### config.mk
export PLATFORM = sky130hd
export DESIGN_NAME = dpsl_top
export DESIGN_NICKNAME = d
export VERILOG_FILES = /design/src/hdl/dpsl_pkg.sv /design/src/hdl/dpsl_fifo.sv /design/src/hdl/dpsl_top.sv
export SDC_FILE = /design/constraint.sdc
export NUM_CORES = 1
export LEC_CHECK = 0
export CORE_ASPECT_RATIO = 2
export CORE_UTILIZATION = 40
export CTS_CLUSTER_SIZE = 8
export DETAILED_ROUTE_END_ITERATION = 6
export DONT_BUFFER_PORTS = 1
export SYNTH_ARGS = -nofsm -noshare
export SYNTH_HDL_FRONTEND = slang
export SYNTH_SLANG_ARGS = --single-unit
### constraint.sdc
create_clock -name i_clk -period 3.61 [get_ports i_clk]
set_input_delay 0.1805 -clock i_clk [delete_from_list [all_inputs] [get_ports i_clk]]
set_output_delay 0.1805 -clock i_clk [all_outputs]
set_load 0.02 [all_outputs]
### src/hdl/dpsl_pkg.sv
// Purpose: constants for the parallel sample latch front end
// Assumes: one sample clock, straight binary 8-bit codes
// Notes: mode codes are one-hot; strap is a two-wire sense of a three-level pin
package dpsl_pkg;
    // ****************************************
    // data format
    // ****************************************
    localparam int DATA_W = 8;                       // sample width
    localparam logic [8:0] CODE_SPAN = 9'h100;       // full-scale divisor 256
    localparam logic [7:0] CODE_MAX = 8'hff;         // all-ones code 255
    localparam int FIFO_DEPTH = 4;                   // words in data path buffer
    // ****************************************
    // timing
    // ****************************************
    localparam int CLK_MHZ = 250;                    // fabric clock rate
    localparam int MAX_MSPS = 210;                   // highest sample rate
    // ****************************************
    // clock receiver modes
    // ****************************************
    typedef enum logic [2:0]
    {
        DPSL_MODE_SE   = 3'b001,                     // strap at clock ground
        DPSL_MODE_DIFF = 3'b010,                     // strap at clock supply
        DPSL_MODE_PECL = 3'b100                      // strap floating
    } dpsl_mode_e;
    localparam dpsl_mode_e MODE_RST = DPSL_MODE_PECL; // mode before strap is read
endpackage : dpsl_pkg

### src/hdl/dpsl_fifo.sv
// Purpose: small valid/ready FIFO in the sample path
// Assumes: single clock, async active-low reset
// Notes: read data held in a register; depth must be a power of two
module dpsl_fifo #(
    parameter int WIDTH = 8,
    parameter int DEPTH = 4
) (
    // clock and reset
    input wire logic i_clk,
    input wire logic i_rst_n,
    // fill side
    input wire logic i_in_valid,
    input wire logic [WIDTH-1:0] i_in_data,
    output logic o_in_ready,
    // drain side
    output logic o_out_valid,
    output logic [WIDTH-1:0] o_out_data,
    input wire logic i_out_ready
);
    localparam int AW = $clog2(DEPTH);
    logic [WIDTH-1:0] mem_q [DEPTH];     // storage
    logic [AW:0] wr_q;                   // write pointer with wrap bit
    logic [AW:0] rd_q;                   // read pointer with wrap bit
    logic [AW:0] fill;                   // words held
    logic push;                          // accepted write
    logic pop;                           // accepted read
    // ****************************************
    // flags
    // ****************************************
    assign fill = wr_q - rd_q;
    assign o_in_ready = (fill != (AW+1)'(DEPTH));
    assign push = i_in_valid && o_in_ready;
    assign pop = o_out_valid && i_out_ready;
    // storage write
    always_ff @(posedge i_clk)
    begin
        if (push)
        begin
            mem_q[wr_q[AW-1:0]] <= i_in_data;
        end
    end
    // pointers
    always_ff @(posedge i_clk or negedge i_rst_n)
    begin
        if (!i_rst_n)
        begin
            wr_q <= '0;
            rd_q <= '0;
        end
        else
        begin
            if (push) wr_q <= wr_q + 1'b1;
            if (pop) rd_q <= rd_q + 1'b1;
        end
    end
    // registered read port: head word when valid and not yet consumed
    always_ff @(posedge i_clk or negedge i_rst_n)
    begin
        if (!i_rst_n)
        begin
            o_out_valid <= 1'b0;
            o_out_data <= '0;
        end
        else if (!o_out_valid || pop)
        begin
            // next head is rd+1 if popping, else rd
            if ((fill > (AW+1)'(pop)))
            begin
                o_out_valid <= 1'b1;
                o_out_data <= mem_q[pop ? rd_q[AW-1:0] + 1'b1 : rd_q[AW-1:0]];
            end
            else
            begin
                o_out_valid <= 1'b0;
            end
        end
    end
endmodule : dpsl_fifo

### src/hdl/dpsl_top.sv
// Purpose: sample latch and code front end of an 8-bit current converter
// Assumes: sample clock arrives as a pin and is sampled by the 250 MHz clock
// Notes: outputs are the two complementary current weights, in 1/256 steps
//
// Functional notes
// - eight parallel unsigned bits, msb to lsb
// - capture on rising sample clock; outputs update when a buffered word is taken with i_conv_ready high
// - one sample per clock, up to 210 MSPS; the 250 MHz pin sampling resolves sample clock edges only up to 125 MSPS
// - true gets code, complement gets 255-code
// - clock receiver mode follows mode strap; the strap is read once after reset release and the mode then holds
module dpsl_top
    import dpsl_pkg::*;
#(
    parameter int DEPTH = dpsl_pkg::FIFO_DEPTH
) (
    // clock and reset
    input wire logic i_clk,
    input wire logic i_rst_n,
    // sample pins
    input wire logic i_sample_clk,
    input wire logic [dpsl_pkg::DATA_W-1:0] i_data_bits,
    // mode strap sense: tied low, tied high, or floating
    input wire logic i_clock_mode_strap_low,
    input wire logic i_clock_mode_strap_high,
    // converter side
    output logic o_conv_ready,
    input wire logic i_conv_ready,
    output logic o_conv_valid,
    output logic [dpsl_pkg::DATA_W-1:0] o_true_current_output,
    output logic [dpsl_pkg::DATA_W-1:0] o_complementary_current_output,
    output logic [2:0] o_clock_mode,
    output logic o_overrun
);
    import dpsl_pkg::*;
    // ****************************************
    // pin synchronisers
    // ****************************************
    logic [2:0] clk_sync_q;              // sample clock: two sync stages + edge history
    logic [DATA_W-1:0] dat_s1_q;         // data first stage
    logic [DATA_W-1:0] dat_s2_q;         // data second stage
    logic [1:0] strap_s1_q;              // strap first stage
    logic [1:0] strap_s2_q;              // strap second stage
    logic strap_done_q;                  // strap caught once after reset
    logic rise;                          // rising sample edge seen
    logic [DATA_W-1:0] master_q;         // master stage of the latch
    logic in_ready;                      // fifo can accept
    logic f_valid;                       // fifo head present
    logic [DATA_W-1:0] f_data;           // fifo head word
    dpsl_mode_e mode_q;                  // selected receiver mode
    // sync chain; stage 0 only feeds stage 1
    always_ff @(posedge i_clk or negedge i_rst_n)
    begin
        if (!i_rst_n)
        begin
            clk_sync_q <= '0;
            dat_s1_q <= '0;
            dat_s2_q <= '0;
        end
        else
        begin
            clk_sync_q <= {clk_sync_q[1:0], i_sample_clk};
            dat_s1_q <= i_data_bits;
            dat_s2_q <= dat_s1_q;
        end
    end
    // strap sync runs through reset, so the first edge after release sees the pin
    // a reset here would hand the mode capture a cleared word: always floating
    always_ff @(posedge i_clk)
    begin
        strap_s1_q <= {i_clock_mode_strap_high, i_clock_mode_strap_low};
        strap_s2_q <= strap_s1_q;
    end
    // rising edge from second and third stages
    assign rise = clk_sync_q[1] && !clk_sync_q[2];
    // ****************************************
    // master stage: capture on rising edge
    // ****************************************
    // holds the word between edges whatever the pins do
    always_ff @(posedge i_clk or negedge i_rst_n)
    begin
        if (!i_rst_n)
        begin
            master_q <= '0;
        end
        else if (rise)
        begin
            master_q <= dat_s2_q;
        end
    end
    // one word per edge into the buffer, a cycle after capture
    logic push_q;                        // capture happened last cycle
    always_ff @(posedge i_clk or negedge i_rst_n)
    begin
        if (!i_rst_n)
        begin
            push_q <= 1'b0;
        end
        else
        begin
            push_q <= rise;
        end
    end
    // ****************************************
    // data path buffer
    // ****************************************
    dpsl_fifo #(
        .WIDTH(DATA_W),
        .DEPTH(DEPTH)
    ) u_fifo (
        .i_clk(i_clk),
        .i_rst_n(i_rst_n),
        .i_in_valid(push_q),
        .i_in_data(master_q),
        .o_in_ready(in_ready),
        .o_out_valid(f_valid),
        .o_out_data(f_data),
        .i_out_ready(i_conv_ready)
    );
    // overrun flag, sticky until reset, and ready mirror
    always_ff @(posedge i_clk or negedge i_rst_n)
    begin
        if (!i_rst_n)
        begin
            o_overrun <= 1'b0;
            o_conv_ready <= 1'b0;
        end
        else
        begin
            o_conv_ready <= in_ready;
            if (push_q && !in_ready)
            begin
                o_overrun <= 1'b1;
            end
        end
    end
    // ****************************************
    // slave stage: complementary weights
    // ****************************************
    // updates only when a word is handed over, else holds
    always_ff @(posedge i_clk or negedge i_rst_n)
    begin
        if (!i_rst_n)
        begin
            o_conv_valid <= 1'b0;
            o_true_current_output <= '0;
            o_complementary_current_output <= CODE_MAX;
        end
        else
        begin
            o_conv_valid <= f_valid && i_conv_ready;
            if (f_valid && i_conv_ready)
            begin
                o_true_current_output <= f_data;
                o_complementary_current_output <= CODE_MAX - f_data;
            end
        end
    end
    // ****************************************
    // clock receiver mode from strap
    // ****************************************
    // caught once after reset release, from synchronised strap
    always_ff @(posedge i_clk or negedge i_rst_n)
    begin
        if (!i_rst_n)
        begin
            mode_q <= MODE_RST;
            strap_done_q <= 1'b0;
        end
        else if (!strap_done_q)
        begin
            strap_done_q <= 1'b1;
            unique case (strap_s2_q)
                2'b01: mode_q <= DPSL_MODE_SE;
                2'b10: mode_q <= DPSL_MODE_DIFF;
                default: mode_q <= DPSL_MODE_PECL;
            endcase
        end
    end
    assign o_clock_mode = mode_q;
endmodule : dpsl_top

; ---- After elaboration in Yosys (flattened, before gate mapping)
; Memories as Yosys holds them, arrays and structs flattened. A register that Yosys moved wholly into a read port is not among the register bits.
; Index checks and enable logic that the tools add are counted.
[word_totals]
mem_count = 1
output_inout_bits = 22
ram_bits = 32
regBits = 62
latchBits = 0
romBits = 0
elab_cells = 42
in_bits = 14
[classes]
n_mul = 0
shifts = 0
order_cmp = 1
n_bitwise = 0
n_mux = 5
addsub = 5
n_div = 0
n_reduce_logical = 10
eq_ne = 3
[mem_list]
columns = memory, words, word_bits, read_ports, rd_ports_with_merged_regs, wr, line_no
row1 = u_fifo.mem_q, 4, 8, 1, 1, 1, dpsl_fifo.sv:21  ; logic [WIDTH-1:0] mem_q [DEPTH];
[ops]
columns = op, n
row1 = $sub A8 B8 Y8 const A, 1
row2 = $add A3 B1 Y3 const B, 2
row3 = $pmux W3 S2, 1
row4 = $logic_and A1 B1 Y1, 4
row5 = $logic_not A1 Y1, 4
row6 = $gt A3 B1 Y1, 1
row7 = $mux W1, 3
row8 = $ne A3 B3 Y1 const B, 1
row9 = $sub A3 B3 Y3, 1
row10 = $add A2 B1 Y2 const B, 1
row11 = $eq A2 B1 Y1 const B, 1
row12 = $eq A2 B2 Y1 const B, 1
row13 = $mux W2, 1
row14 = $reduce_and A2 Y1, 1
row15 = $logic_or A1 B1 Y1, 1

; ---- Longest topological paths before layout
; Gate-level depths: netlist of run 1.
[depth]
word_depth = 5
ltp_mapped = 8
mapped_depth_nobuf = 7

; ---- Hierarchy
; Synthesis of run 1 repeated with hierarchy kept, for this count alone.
[unflattened]
hier_cells = 233
area_unflattened_um2 = 3783.6
[by_module_without_submodules]
columns = mod, instances, cells_each, area_each_um2, seq_area_each_um2
row1 = dpsl_fifo, 1, 131, 1993.2, 1336.3
row2 = dpsl_top, 1, 102, 1790.5, 1367.6

; ---- Least setup slack after synthesis of run 1
; OpenSTA, ideal clock, no wires.
[synth_timing]
kind = reg-to-reg
startpoint = register u_fifo.wr_q[0]
endpoint = memory u_fifo.mem_q[3][0], enable pin
n_path_buf = 0
setup_slack_ns = 1.521
period_less_slack_ns = 2.089
stages_incl_launch_ff = 7
setup_time_ns = 0.339
arrival_ns = 1.750
required_ns = 3.271
cell_sequence = dfrtp_1 > inv_1 > ha_1 > fa_1 > xor3_1 > nand3_1 > and3_1
[synth_between]
elab_chain_len = 5
[synth_rtl]
columns = element, line_no
row1 = "start, declared", dpsl_fifo.sv:22  ; logic [AW:0] wr_q;
row2 = "start signal, assigned", dpsl_fifo.sv:52  ; if (push) wr_q <= wr_q + 1'b1;
row3 = $sub A3 B3 Y3, dpsl_fifo.sv:30  ; assign fill = wr_q - rd_q;
row4 = $ne A3 B3 Y1, dpsl_fifo.sv:31  ; assign o_in_ready = (fill != (AW+1)'(DEPTH));
row5 = via in_ready, dpsl_top.sv:46  ; logic in_ready;
row6 = $logic_and A1 B1 Y1, dpsl_fifo.sv:32  ; assign push = i_in_valid && o_in_ready;
row7 = $mux W1, dpsl_fifo.sv:37  ; if (push)
row8 = $mux W1 (not written as such), dpsl_fifo.sv:39  ; mem_q[wr_q[AW-1:0]] <= i_in_data;
row9 = "end, declared", dpsl_fifo.sv:21
; The timed path passes the listed nets, and every way through them passes these cells.

; ---- Worst setup path after layout of run 1
[layout_timing]
startpoint = register u_fifo.wr_q[0]
endpoint = memory u_fifo.mem_q[3][2], enable pin
; Same word-level chain as after synthesis.

==> results of run 1 <==
-- critical path, stage by stage, from the launching register on --
cell	delay (ps)
dfrtp_1	410
inv_1	100
ha_1	200
fa_1	360
xor3_1	240
nand3_1	220
and3_1	460
-- cells in the final DEF (no fill, tap or decap), types with 4 or more instances in the layout --
cell type and count:
a211oi_1 14, a21boi_0 7, and3_1 7, and3_2 4, clkbuf_16 9, dfrtp_1 57, dfstp_2 9, dfxtp_1 4
dlygate4sd3_1 12, edfxtp_1 32, ha_1 9, inv_1 4, mux2_2 21, nand2_1 18, o21ai_0 9, o31ai_1 7
-- layout make-up --
type | count | area (sq um) | share of cell area, %
Inverter | 7 | 26.3 | 0.615
Timing Repair Buffer | 15 | 163 | 3.81
Sequential cell | 102 | 2700 | 63.3
Clock buffer | 10 | 229 | 5.36
Clock inverter | 6 | 87.6 | 2.05
Tap cell | 102 | 128 | 2.99
Multi-Input combinational cell | 114 | 936 | 21.9
-- sequential cells by signal, indices dropped and copies added (netlist names), 8 cells and up --
name                            cells
u_fifo.mem_q                       32
dat_s1_q                            8
dat_s2_q                            8
master_q                            8
o_complementary_current_output      8
o_true_current_output               8
u_fifo.o_out_data                   8
-- where the power goes --
part           total (mW)  switching (mW)  internal, mW
combinational       0.769           0.417         0.352
clock                1.01           0.402         0.606
sequential           1.80           0.290          1.51
-- cells by family after synthesis --
family | after synthesis | synth area share (%)
AO/OA/AOI/OAI | 40 | 7.57
XOR/XNOR | 4 | 1.35
adder cells (fa/ha/maj) | 10 | 3.58
buffers and inverters | 14 | 1.66
flip-flops | 102 | 73.1
multiplexers | 23 | 7.61
other | 1 | 0.101
AND/OR/NAND/NOR | 36 | 5.07
-- how the worst max path moves through the flow --
stage / end / slack, ps
2_1_floorplan: u_fifo.mem_q[3][0]$_DFFE_PP_ / 1520
3_3_place_gp: u_fifo.mem_q[3][0]$_DFFE_PP_ / 1350
3_5_place_dp: u_fifo.mem_q[3][6]$_DFFE_PP_ / 1250
4_1_cts: u_fifo.mem_q[3][2]$_DFFE_PP_ / 1250
5_1_grt: u_fifo.mem_q[3][2]$_DFFE_PP_ / 1100
6_report: u_fifo.mem_q[3][2]$_DFFE_PP_ / 1270
-- per-layer routing --
metal | vias to the layer above | share of wire, %
met3 | 9 | 2.8
met1 | 862 | 37
met4 | 0 | 2.6
met5 | - | 0
li1 | 864 | -
met2 | 40 | 58
-- timing repair --
action / 4_1_cts / 5_1_grt
hold endpoints to repair: 77 / 0
gates resized for setup: 0 / 0
hold buffers: 13 / 0
-- metrics by stage --
step	cells	cell area, sq um	setup WS [ps]	power (mW)	hold WS [ps]
finish	356	4270	1270	3.57	12.8
global route	356	4270	1100	3.78	16.3
CTS	356	4270	1250	3.62	6.25
detailed placement	327	3810	1250	2.58	-113
global placement	327	3810	1350	2.54	-113
floorplan	230	3700	1520	2.38	-115
==> flow_summary.json, run 1 <==
{
  "use_met2_pct": 23.0,
  "worstHoldEndpoint": "u_fifo.o_out_valid$_DFFE_PN0N_",
  "grt_usage_pct": 12.7,
  "status": "finished, final reports clean",
  "crit_type": "reg2reg",
  "globalRouteMet1Util_pct": 12.3,
  "cts-buffers-inserted": 9,
  "seq_area_frac_synth_pct": 73.1,
  "post-dp-hpwl_um": 3770,
  "first_global_vias": 1920,
  "avgSynthCellArea_sq_um": 16.1,
  "grt_max_degree": 67,
  "drtIter0Drc": 53,
  "cts_htree_levels": 3,
  "ys_top_cells_by_area": "dfrtp_1 39%, edfxtp_1 26%, dfstp_2 6.4%",
  "cts_tree": "yes",
  "grt_busiest_layer": "met2",
  "synthMostInstantiatedCell": "dfrtp_1",
  "cp-startpoint": "u_fifo.wr_q[0]$_DFFE_PN0P_",
  "syn_inst": 230,
  "overflow": 0,
  "die_w_um": 70.0,
  "worst_pin_slew_ps": 701,
  "worstPathRequired_ps": 3610,
  "synth_edf_count": 32,
  "reg2reg_slack_ps": 1270,
  "antenna_left": 0,
  "final_hold_viol_count": 0,
  "drt_pass1_iterations": 4,
  "globalplace.congestion": 0.754,
  "ir_worst_vdd_v": 0.000391,
  "slew_violations": 0,
  "postCtsSetupBuffers": 0,
  "fin_util_pct": 47.4,
  "tns_ps": 0,
  "fill_cells": 760,
  "max_freq_mhz": 427,
  "synth_async_sr_flop_share_pct": 64.7,
  "maxSlewHeadroom_pct": 53.2,
  "synth_area_leader_cell": "dfrtp_1",
  "min_from": "i_conv_ready",
  "worstReg2RegStart": "u_fifo.wr_q[0]$_DFFE_PN0P_",
  "gr-usage-met3_pct": 3.50,
  "cp_max_fo": 9,
  "worst-r2r-cell-count": 6,
  "setup_viol": 0,
  "end_kind": "flop",
  "cts_max_path_buffers": 2,
  "finalCriticalPeriod_ps": 2340,
  "timing.rr.end": "u_fifo.mem_q[3][2]$_DFFE_PP_",
  "critPathLaunchType": "flop",
  "skew_ps": 6.59,
  "hold_depth": 2,
  "core-area_sq_um": 9010,
  "synth_seq_cells": 102,
  "p_leak_nw": 1.73,
  "drive_above_1_share_pct": 23.2,
  "root_buffer": "clkbuf_16",
  "yosys_warnings": 0,
  "vias": 1775,
  "syn_area_sq_um": 3700,
  "rsz0062_at_grt": "no",
  "drv_cap": 0,
  "yosys-top-cells-count": "57 x dfrtp_1, 32 x edfxtp_1, 21 x mux2_2",
  "start_util_pct": 41.1,
  "clock-sinks": 102,
  "clk_pin_slew_ps": 60,
  "io_buffers": 0,
  "crit_arrival_ps": 2340,
  "row_count": 49,
  "wl_per_cell_um": 15.3,
  "syn-num-nets": 254,
  "io_pins": 36,
  "antenna_found_initial": 0,
  "insertion_delay_ps": 350,
  "die-area_sq_um": 9660,
  "area_delta_synth_final_pct": 15.4,
  "fin_nets": 273,
  "period_share_pct": 64.9,
  "yosys.area.top_type_share_pct": 38.5,
  "power.density_nw_per_um2": 837,
  "num_antenna_cells": 0,
  "min-delay-path-class": "in2reg",
  "drc": 0,
  "wl_um": 5460,
  "synth_ff_type": "dfrtp_1",
  "routed_via_density": 4.99,
  "die_y_um": 138,
  "grt_pass1_wl_um": 9270,
  "synth.distinct_cells": 37
}
No activity file was read; power rests on OpenSTA's default activity.
==> run 2, diff against run 1 <==
==> constraint.sdc (replaced) <==
create_clock -name i_clk -period 2.3 [get_ports i_clk]
set_input_delay 0.115 -clock i_clk [delete_from_list [all_inputs] [get_ports i_clk]]
set_output_delay 0.115 -clock i_clk [all_outputs]
set_load 0.02 [all_outputs]
==> flow_summary.json, run 2 (synthesized netlist as in run 1, its figures left out) <==
{
  "status": "finished, final reports clean",
  "final_cell_mix": "57 x dfrtp_1, 32 x edfxtp_1, 21 x mux2_2, 18 x nand2_1, 14 x a211oi_1",
  "antenna_found_initial": 0,
  "final_hold_viol_count": 0,
  "cts_max_path_buffers": 2,
  "post-dp-hpwl_um": 3720,
  "maxSlewHeadroom_pct": 54.1,
  "fin_nets": 281,
  "drc": 0,
  "largest_register_ffs": 32,
  "period_share_pct": 93.9,
  "wl_um": 5330,
  "start_util_pct": 41.1,
  "worstPathRequired_ps": 2290,
  "cts_tree": "yes",
  "slew_violations": 0,
  "grt_pass1_wl_um": 8790,
  "io_pins": 36,
  "vias": 1807,
  "cts-buffers-inserted": 9,
  "cts_htree_levels": 3,
  "globalplace.congestion": 0.784,
  "clock-sinks": 102,
  "drive_above_1_share_pct": 25.6,
  "cp_max_fo": 9,
  "end_kind": "flop",
  "postCtsSetupBuffers": 0,
  "io_buffers": 0,
  "routed_via_density": 4.96,
  "ir_worst_vdd_v": 0.000589,
  "overflow": 0,
  "tns_ps": 0,
  "setup_viol": 0,
  "p_leak_nw": 1.77,
  "crit_arrival_ps": 2150,
  "antenna_left": 0,
  "place_ws_ps": 115,
  "row_count": 49,
  "die_w_um": 70.0,
  "worstReg2RegStart": "u_fifo.rd_q[0]$_DFFE_PN0P_",
  "final_common_cell": "dfrtp_1",
  "rsz0062_at_grt": "no",
  "clk_pin_slew_ps": 70,
  "core-area_sq_um": 9010,
  "finalCriticalPeriod_ps": 2160,
  "drt_pass1_iterations": 3,
  "first_global_vias": 1849,
  "num_antenna_cells": 0,
  "worst-r2r-cell-count": 5,
  "timing.rr.end": "u_fifo.mem_q[3][1]$_DFFE_PP_",
  "die-area_sq_um": 9660,
  "grt_usage_pct": 12.1,
  "power.density_nw_per_um2": 1300,
  "placed_cell_area_sq_um": 3890,
  "skew_ps": 5.08,
  "wl_per_cell_um": 14.6,
  "crit_type": "reg2reg",
  "min-delay-path-class": "in2async",
  "grt_max_degree": 67,
  "critPathLaunchType": "flop",
  "root_buffer": "clkbuf_16",
  "stdcell_area_sq_um": 4350,
  "drtIter0Drc": 40,
  "insertion_delay_ps": 340,
  "fill_cells": 754,
  "setup_slack_ps": 140,
  "die_y_um": 138,
  "worst_pin_slew_ps": 687,
  "max_freq_mhz": 463,
  "area_delta_synth_final_pct": 17.5,
  "drv_cap": 0,
  "reg2reg_slack_ps": 140
}
-- run 2: cell types whose count changed in the layout (fill, tap and decap cells not counted), sizes merged --
cell and delta:
dlygate4sd3 +1, inv +3, buf +7, bufinv -1, clkinv -1, clkbuf -1
-- run 2: what timing repair did --
item,CTS,global route
hold endpoints to repair,79,0
setup endpoints to repair,0,0
gates resized for setup,0,0
hold buffers,14,0
-- run 2: per-stage QoR --
step | power [mW] | utilization (%) | cells | hold WS [ps]
4_1_cts | 5.74 | 48.3 | 364 | 305
3_3_place_gp | 4.11 | 43.1 | 334 | -178
5_1_grt | 5.99 | 48.3 | 364 | 307
6_report | 5.65 | 48.3 | 364 | 293
3_5_place_dp | 4.16 | 43.1 | 334 | -179
2_1_floorplan | 3.73 | - | 230 | -181
-- run 2: per-layer routing --
metal	global-route usage, %	vias up	share of wire (%)
met5	0	-	0
met4	7.89	0	4.2
met3	4.15	16	3.6
met2	21.9	41	56
met1	11.1	871	36
li1	-	879	-
-- run 2: power breakdown --
group / internal, mW / switching [mW] / total, mW / leakage (nW)
registers: 2.36 / 0.440 / 2.80 / 1.09
logic: 0.649 / 0.674 / 1.32 / 0.537
clock network: 0.858 / 0.669 / 1.53 / 0.144
total: 3.87 / 1.78 / 5.65 / 1.77
-- run 2: worst max path at each step --
stage                     slack [ps]                            to                        from
after floorplan                  210  u_fifo.mem_q[3][0]$_DFFE_PP_  u_fifo.wr_q[0]$_DFFE_PN0P_
after global placement           190  u_fifo.mem_q[3][5]$_DFFE_PP_  u_fifo.rd_q[0]$_DFFE_PN0P_
after detailed placement         120  u_fifo.mem_q[3][0]$_DFFE_PP_  u_fifo.rd_q[0]$_DFFE_PN0P_
after CTS                        100  u_fifo.mem_q[3][1]$_DFFE_PP_  u_fifo.rd_q[0]$_DFFE_PN0P_
after global routing              10  u_fifo.mem_q[3][2]$_DFFE_PP_  u_fifo.wr_q[0]$_DFFE_PN0P_
final                            140  u_fifo.mem_q[3][1]$_DFFE_PP_  u_fifo.rd_q[0]$_DFFE_PN0P_
-- run 2: area by class of cell --
cell class	count	area (sq um)	share of cell area, %
Clock buffer	9	225	5.18
Clock inverter	7	80.1	1.84
Inverter	7	26.3	0.604
Multi-Input combinational cell	114	936	21.5
Sequential cell	102	2700	62.2
Tap cell	102	128	2.93
Timing Repair Buffer	23	250	5.75
-- run 2: worst max-delay path: stages (launching register included) --
cell and delay (ps):
dfrtp_1 400, ha_1 220, fa_1 380, xor3_1 210, nand3_1 160, and3_1 450
==> run 3, diff against run 2 <==
--- a/config.mk
+++ b/config.mk
@@ -10,6 +10,7 @@
 export CTS_CLUSTER_SIZE = 8
 export DETAILED_ROUTE_END_ITERATION = 6
 export DONT_BUFFER_PORTS = 1
+export MAX_ROUTING_LAYER = met4
 export SYNTH_ARGS = -nofsm -noshare
 export SYNTH_HDL_FRONTEND = slang
 export SYNTH_SLANG_ARGS = --single-unit
==> flow_summary.json, run 3 (synthesized netlist as in run 1, its figures left out) <==
{
  "status": "finished, final reports clean",
  "start_util_pct": 41.1,
  "crit_type": "reg2reg",
  "worst-r2r-cell-count": 5,
  "cts-buffers-inserted": 9,
  "drtIter0Drc": 41,
  "globalplace.congestion": 0.795,
  "cp_max_fo": 9,
  "grt_usage_pct": 12.4,
  "dp_cells": 334,
  "insertion_delay_ps": 340,
  "row_count": 49,
  "vias": 1811,
  "die_y_um": 138,
  "drive_above_1_share_pct": 25.6,
  "worstPathRequired_ps": 2290,
  "p_leak_nw": 1.77,
  "die_w_um": 70.0,
  "worstReg2RegStart": "u_fifo.rd_q[0]$_DFFE_PN0P_",
  "routed_via_density": 4.98,
  "critPathLaunchType": "flop",
  "cts-hold-fix-buffers": 14,
  "wl_per_cell_um": 14.6,
  "clock-sinks": 102,
  "tns_ps": 0,
  "first_global_vias": 1850,
  "io_pins": 36,
  "path_cells": "ha_1, fa_1, xor3_1, nand3_1, and3_1",
  "maxSlewHeadroom_pct": 53.2,
  "timing.rr.end": "u_fifo.mem_q[3][1]$_DFFE_PP_",
  "core-area_sq_um": 9010,
  "post-dp-hpwl_um": 3720,
  "antenna_left": 0,
  "min-delay-path-class": "in2async",
  "finalCriticalPeriod_ps": 2160,
  "slew_violations": 0,
  "ir_worst_vdd_v": 0.000589,
  "crit_arrival_ps": 2150,
  "final_common_cell": "dfrtp_1",
  "slowest_delay_ps": 440,
  "cts-resized-gates": 0,
  "largest_register_ffs": 32,
  "cts_tree": "yes",
  "critPathSlowestCell": "and3_1",
  "drt_pass1_iterations": 2,
  "overflow": 0,
  "end_kind": "flop",
  "reg2reg_slack_ps": 140,
  "drc": 0,
  "stdcell_count": 364,
  "die-area_sq_um": 9660,
  "skew_ps": 4.26,
  "io_buffers": 0,
  "wl_um": 5320,
  "grt_pass1_wl_um": 8760,
  "drv_cap": 0,
  "setup_viol": 0,
  "grt_max_degree": 67,
  "num_antenna_cells": 0,
  "area_delta_synth_final_pct": 17.5,
  "rsz0062_at_grt": "no",
  "clk_pin_slew_ps": 70,
  "worst_pin_slew_ps": 701,
  "postCtsSetupBuffers": 0,
  "power.density_nw_per_um2": 1300,
  "root_buffer": "clkbuf_16",
  "cts_htree_levels": 3,
  "period_share_pct": 93.8,
  "fin_nets": 281,
  "final_cell_mix": "57 x dfrtp_1, 32 x edfxtp_1, 21 x mux2_2, 18 x nand2_1, 14 x a211oi_1",
  "cts_max_path_buffers": 2,
  "final_hold_viol_count": 0,
  "max_freq_mhz": 464,
  "antenna_found_initial": 0
}
## run 3: cell counts in the layout (fill, tap and decap cells not counted)
Identical to the previous run, type by type.
## run 3: area by class of cell
class / instances / area [sq um]
fillers: 754 / 4660
repair buffers: 23 / 250
clock buffers: 9 / 225
well taps: 102 / 128
clock inverters: 7 / 80.1
flip-flops and latches: 102 / 2700
inverters: 7 / 26.3
multi-input cells: 114 / 936
## run 3: worst max path at each step
stage,depth (start not counted),start,endpoint,slack [ps]
2_1_floorplan,6,u_fifo.wr_q[0]$_DFFE_PN0P_,u_fifo.mem_q[3][0]$_DFFE_PP_,210
3_3_place_gp,5,u_fifo.rd_q[0]$_DFFE_PN0P_,u_fifo.mem_q[3][5]$_DFFE_PP_,190
3_5_place_dp,5,u_fifo.rd_q[0]$_DFFE_PN0P_,u_fifo.mem_q[3][0]$_DFFE_PP_,120
4_1_cts,5,u_fifo.rd_q[0]$_DFFE_PN0P_,u_fifo.mem_q[3][1]$_DFFE_PP_,100
5_1_grt,6,u_fifo.wr_q[0]$_DFFE_PN0P_,u_fifo.mem_q[3][2]$_DFFE_PP_,10
6_report,5,u_fifo.rd_q[0]$_DFFE_PN0P_,u_fifo.mem_q[3][1]$_DFFE_PP_,140
## run 3: stage by stage
| step | setup WS [ps] | power (mW) | util (%) | hold slack, ps | instance area, sq um |
|---|---|---|---|---|---|
| floorplan | 211 | 3.73 | - | -181 | 3700 |
| global placement | 194 | 4.11 | 43.1 | -178 | 3890 |
| detailed placement | 115 | 4.16 | 43.1 | -179 | 3890 |
| CTS | 104 | 5.74 | 48.3 | 305 | 4350 |
| global route | 11.8 | 5.99 | 48.3 | 310 | 4350 |
| finish | 143 | 5.65 | 48.3 | 295 | 4350 |
## run 3: power by group
part	total, mW	internal [mW]	leakage (nW)	switching [mW]
registers	2.80	2.36	1.09	0.439
clock network	1.52	0.858	0.144	0.665
logic	1.32	0.649	0.537	0.673
total	5.65	3.87	1.77	1.78
## run 3: critical path, delay by kind of cell, from the launching register on
kind | cells | cell delay [ps]
XOR/XNOR | 1 | 210
AND/OR/NAND/NOR | 2 | 600
adder cells (fa/ha/maj) | 2 | 600
flip-flops | 1 | 400
## run 3: routing by layer
| metal | track usage (%) | vias up | part of all wire, % |
|---|---|---|---|
| li1 | - | 878 | - |
| met1 | 11.1 | 878 | 35 |
| met2 | 21.9 | 40 | 57 |
| met3 | 3.28 | 15 | 3.5 |
| met4 | 8.84 | 0 | 4.2 |
| met5 | - | - | 0 |
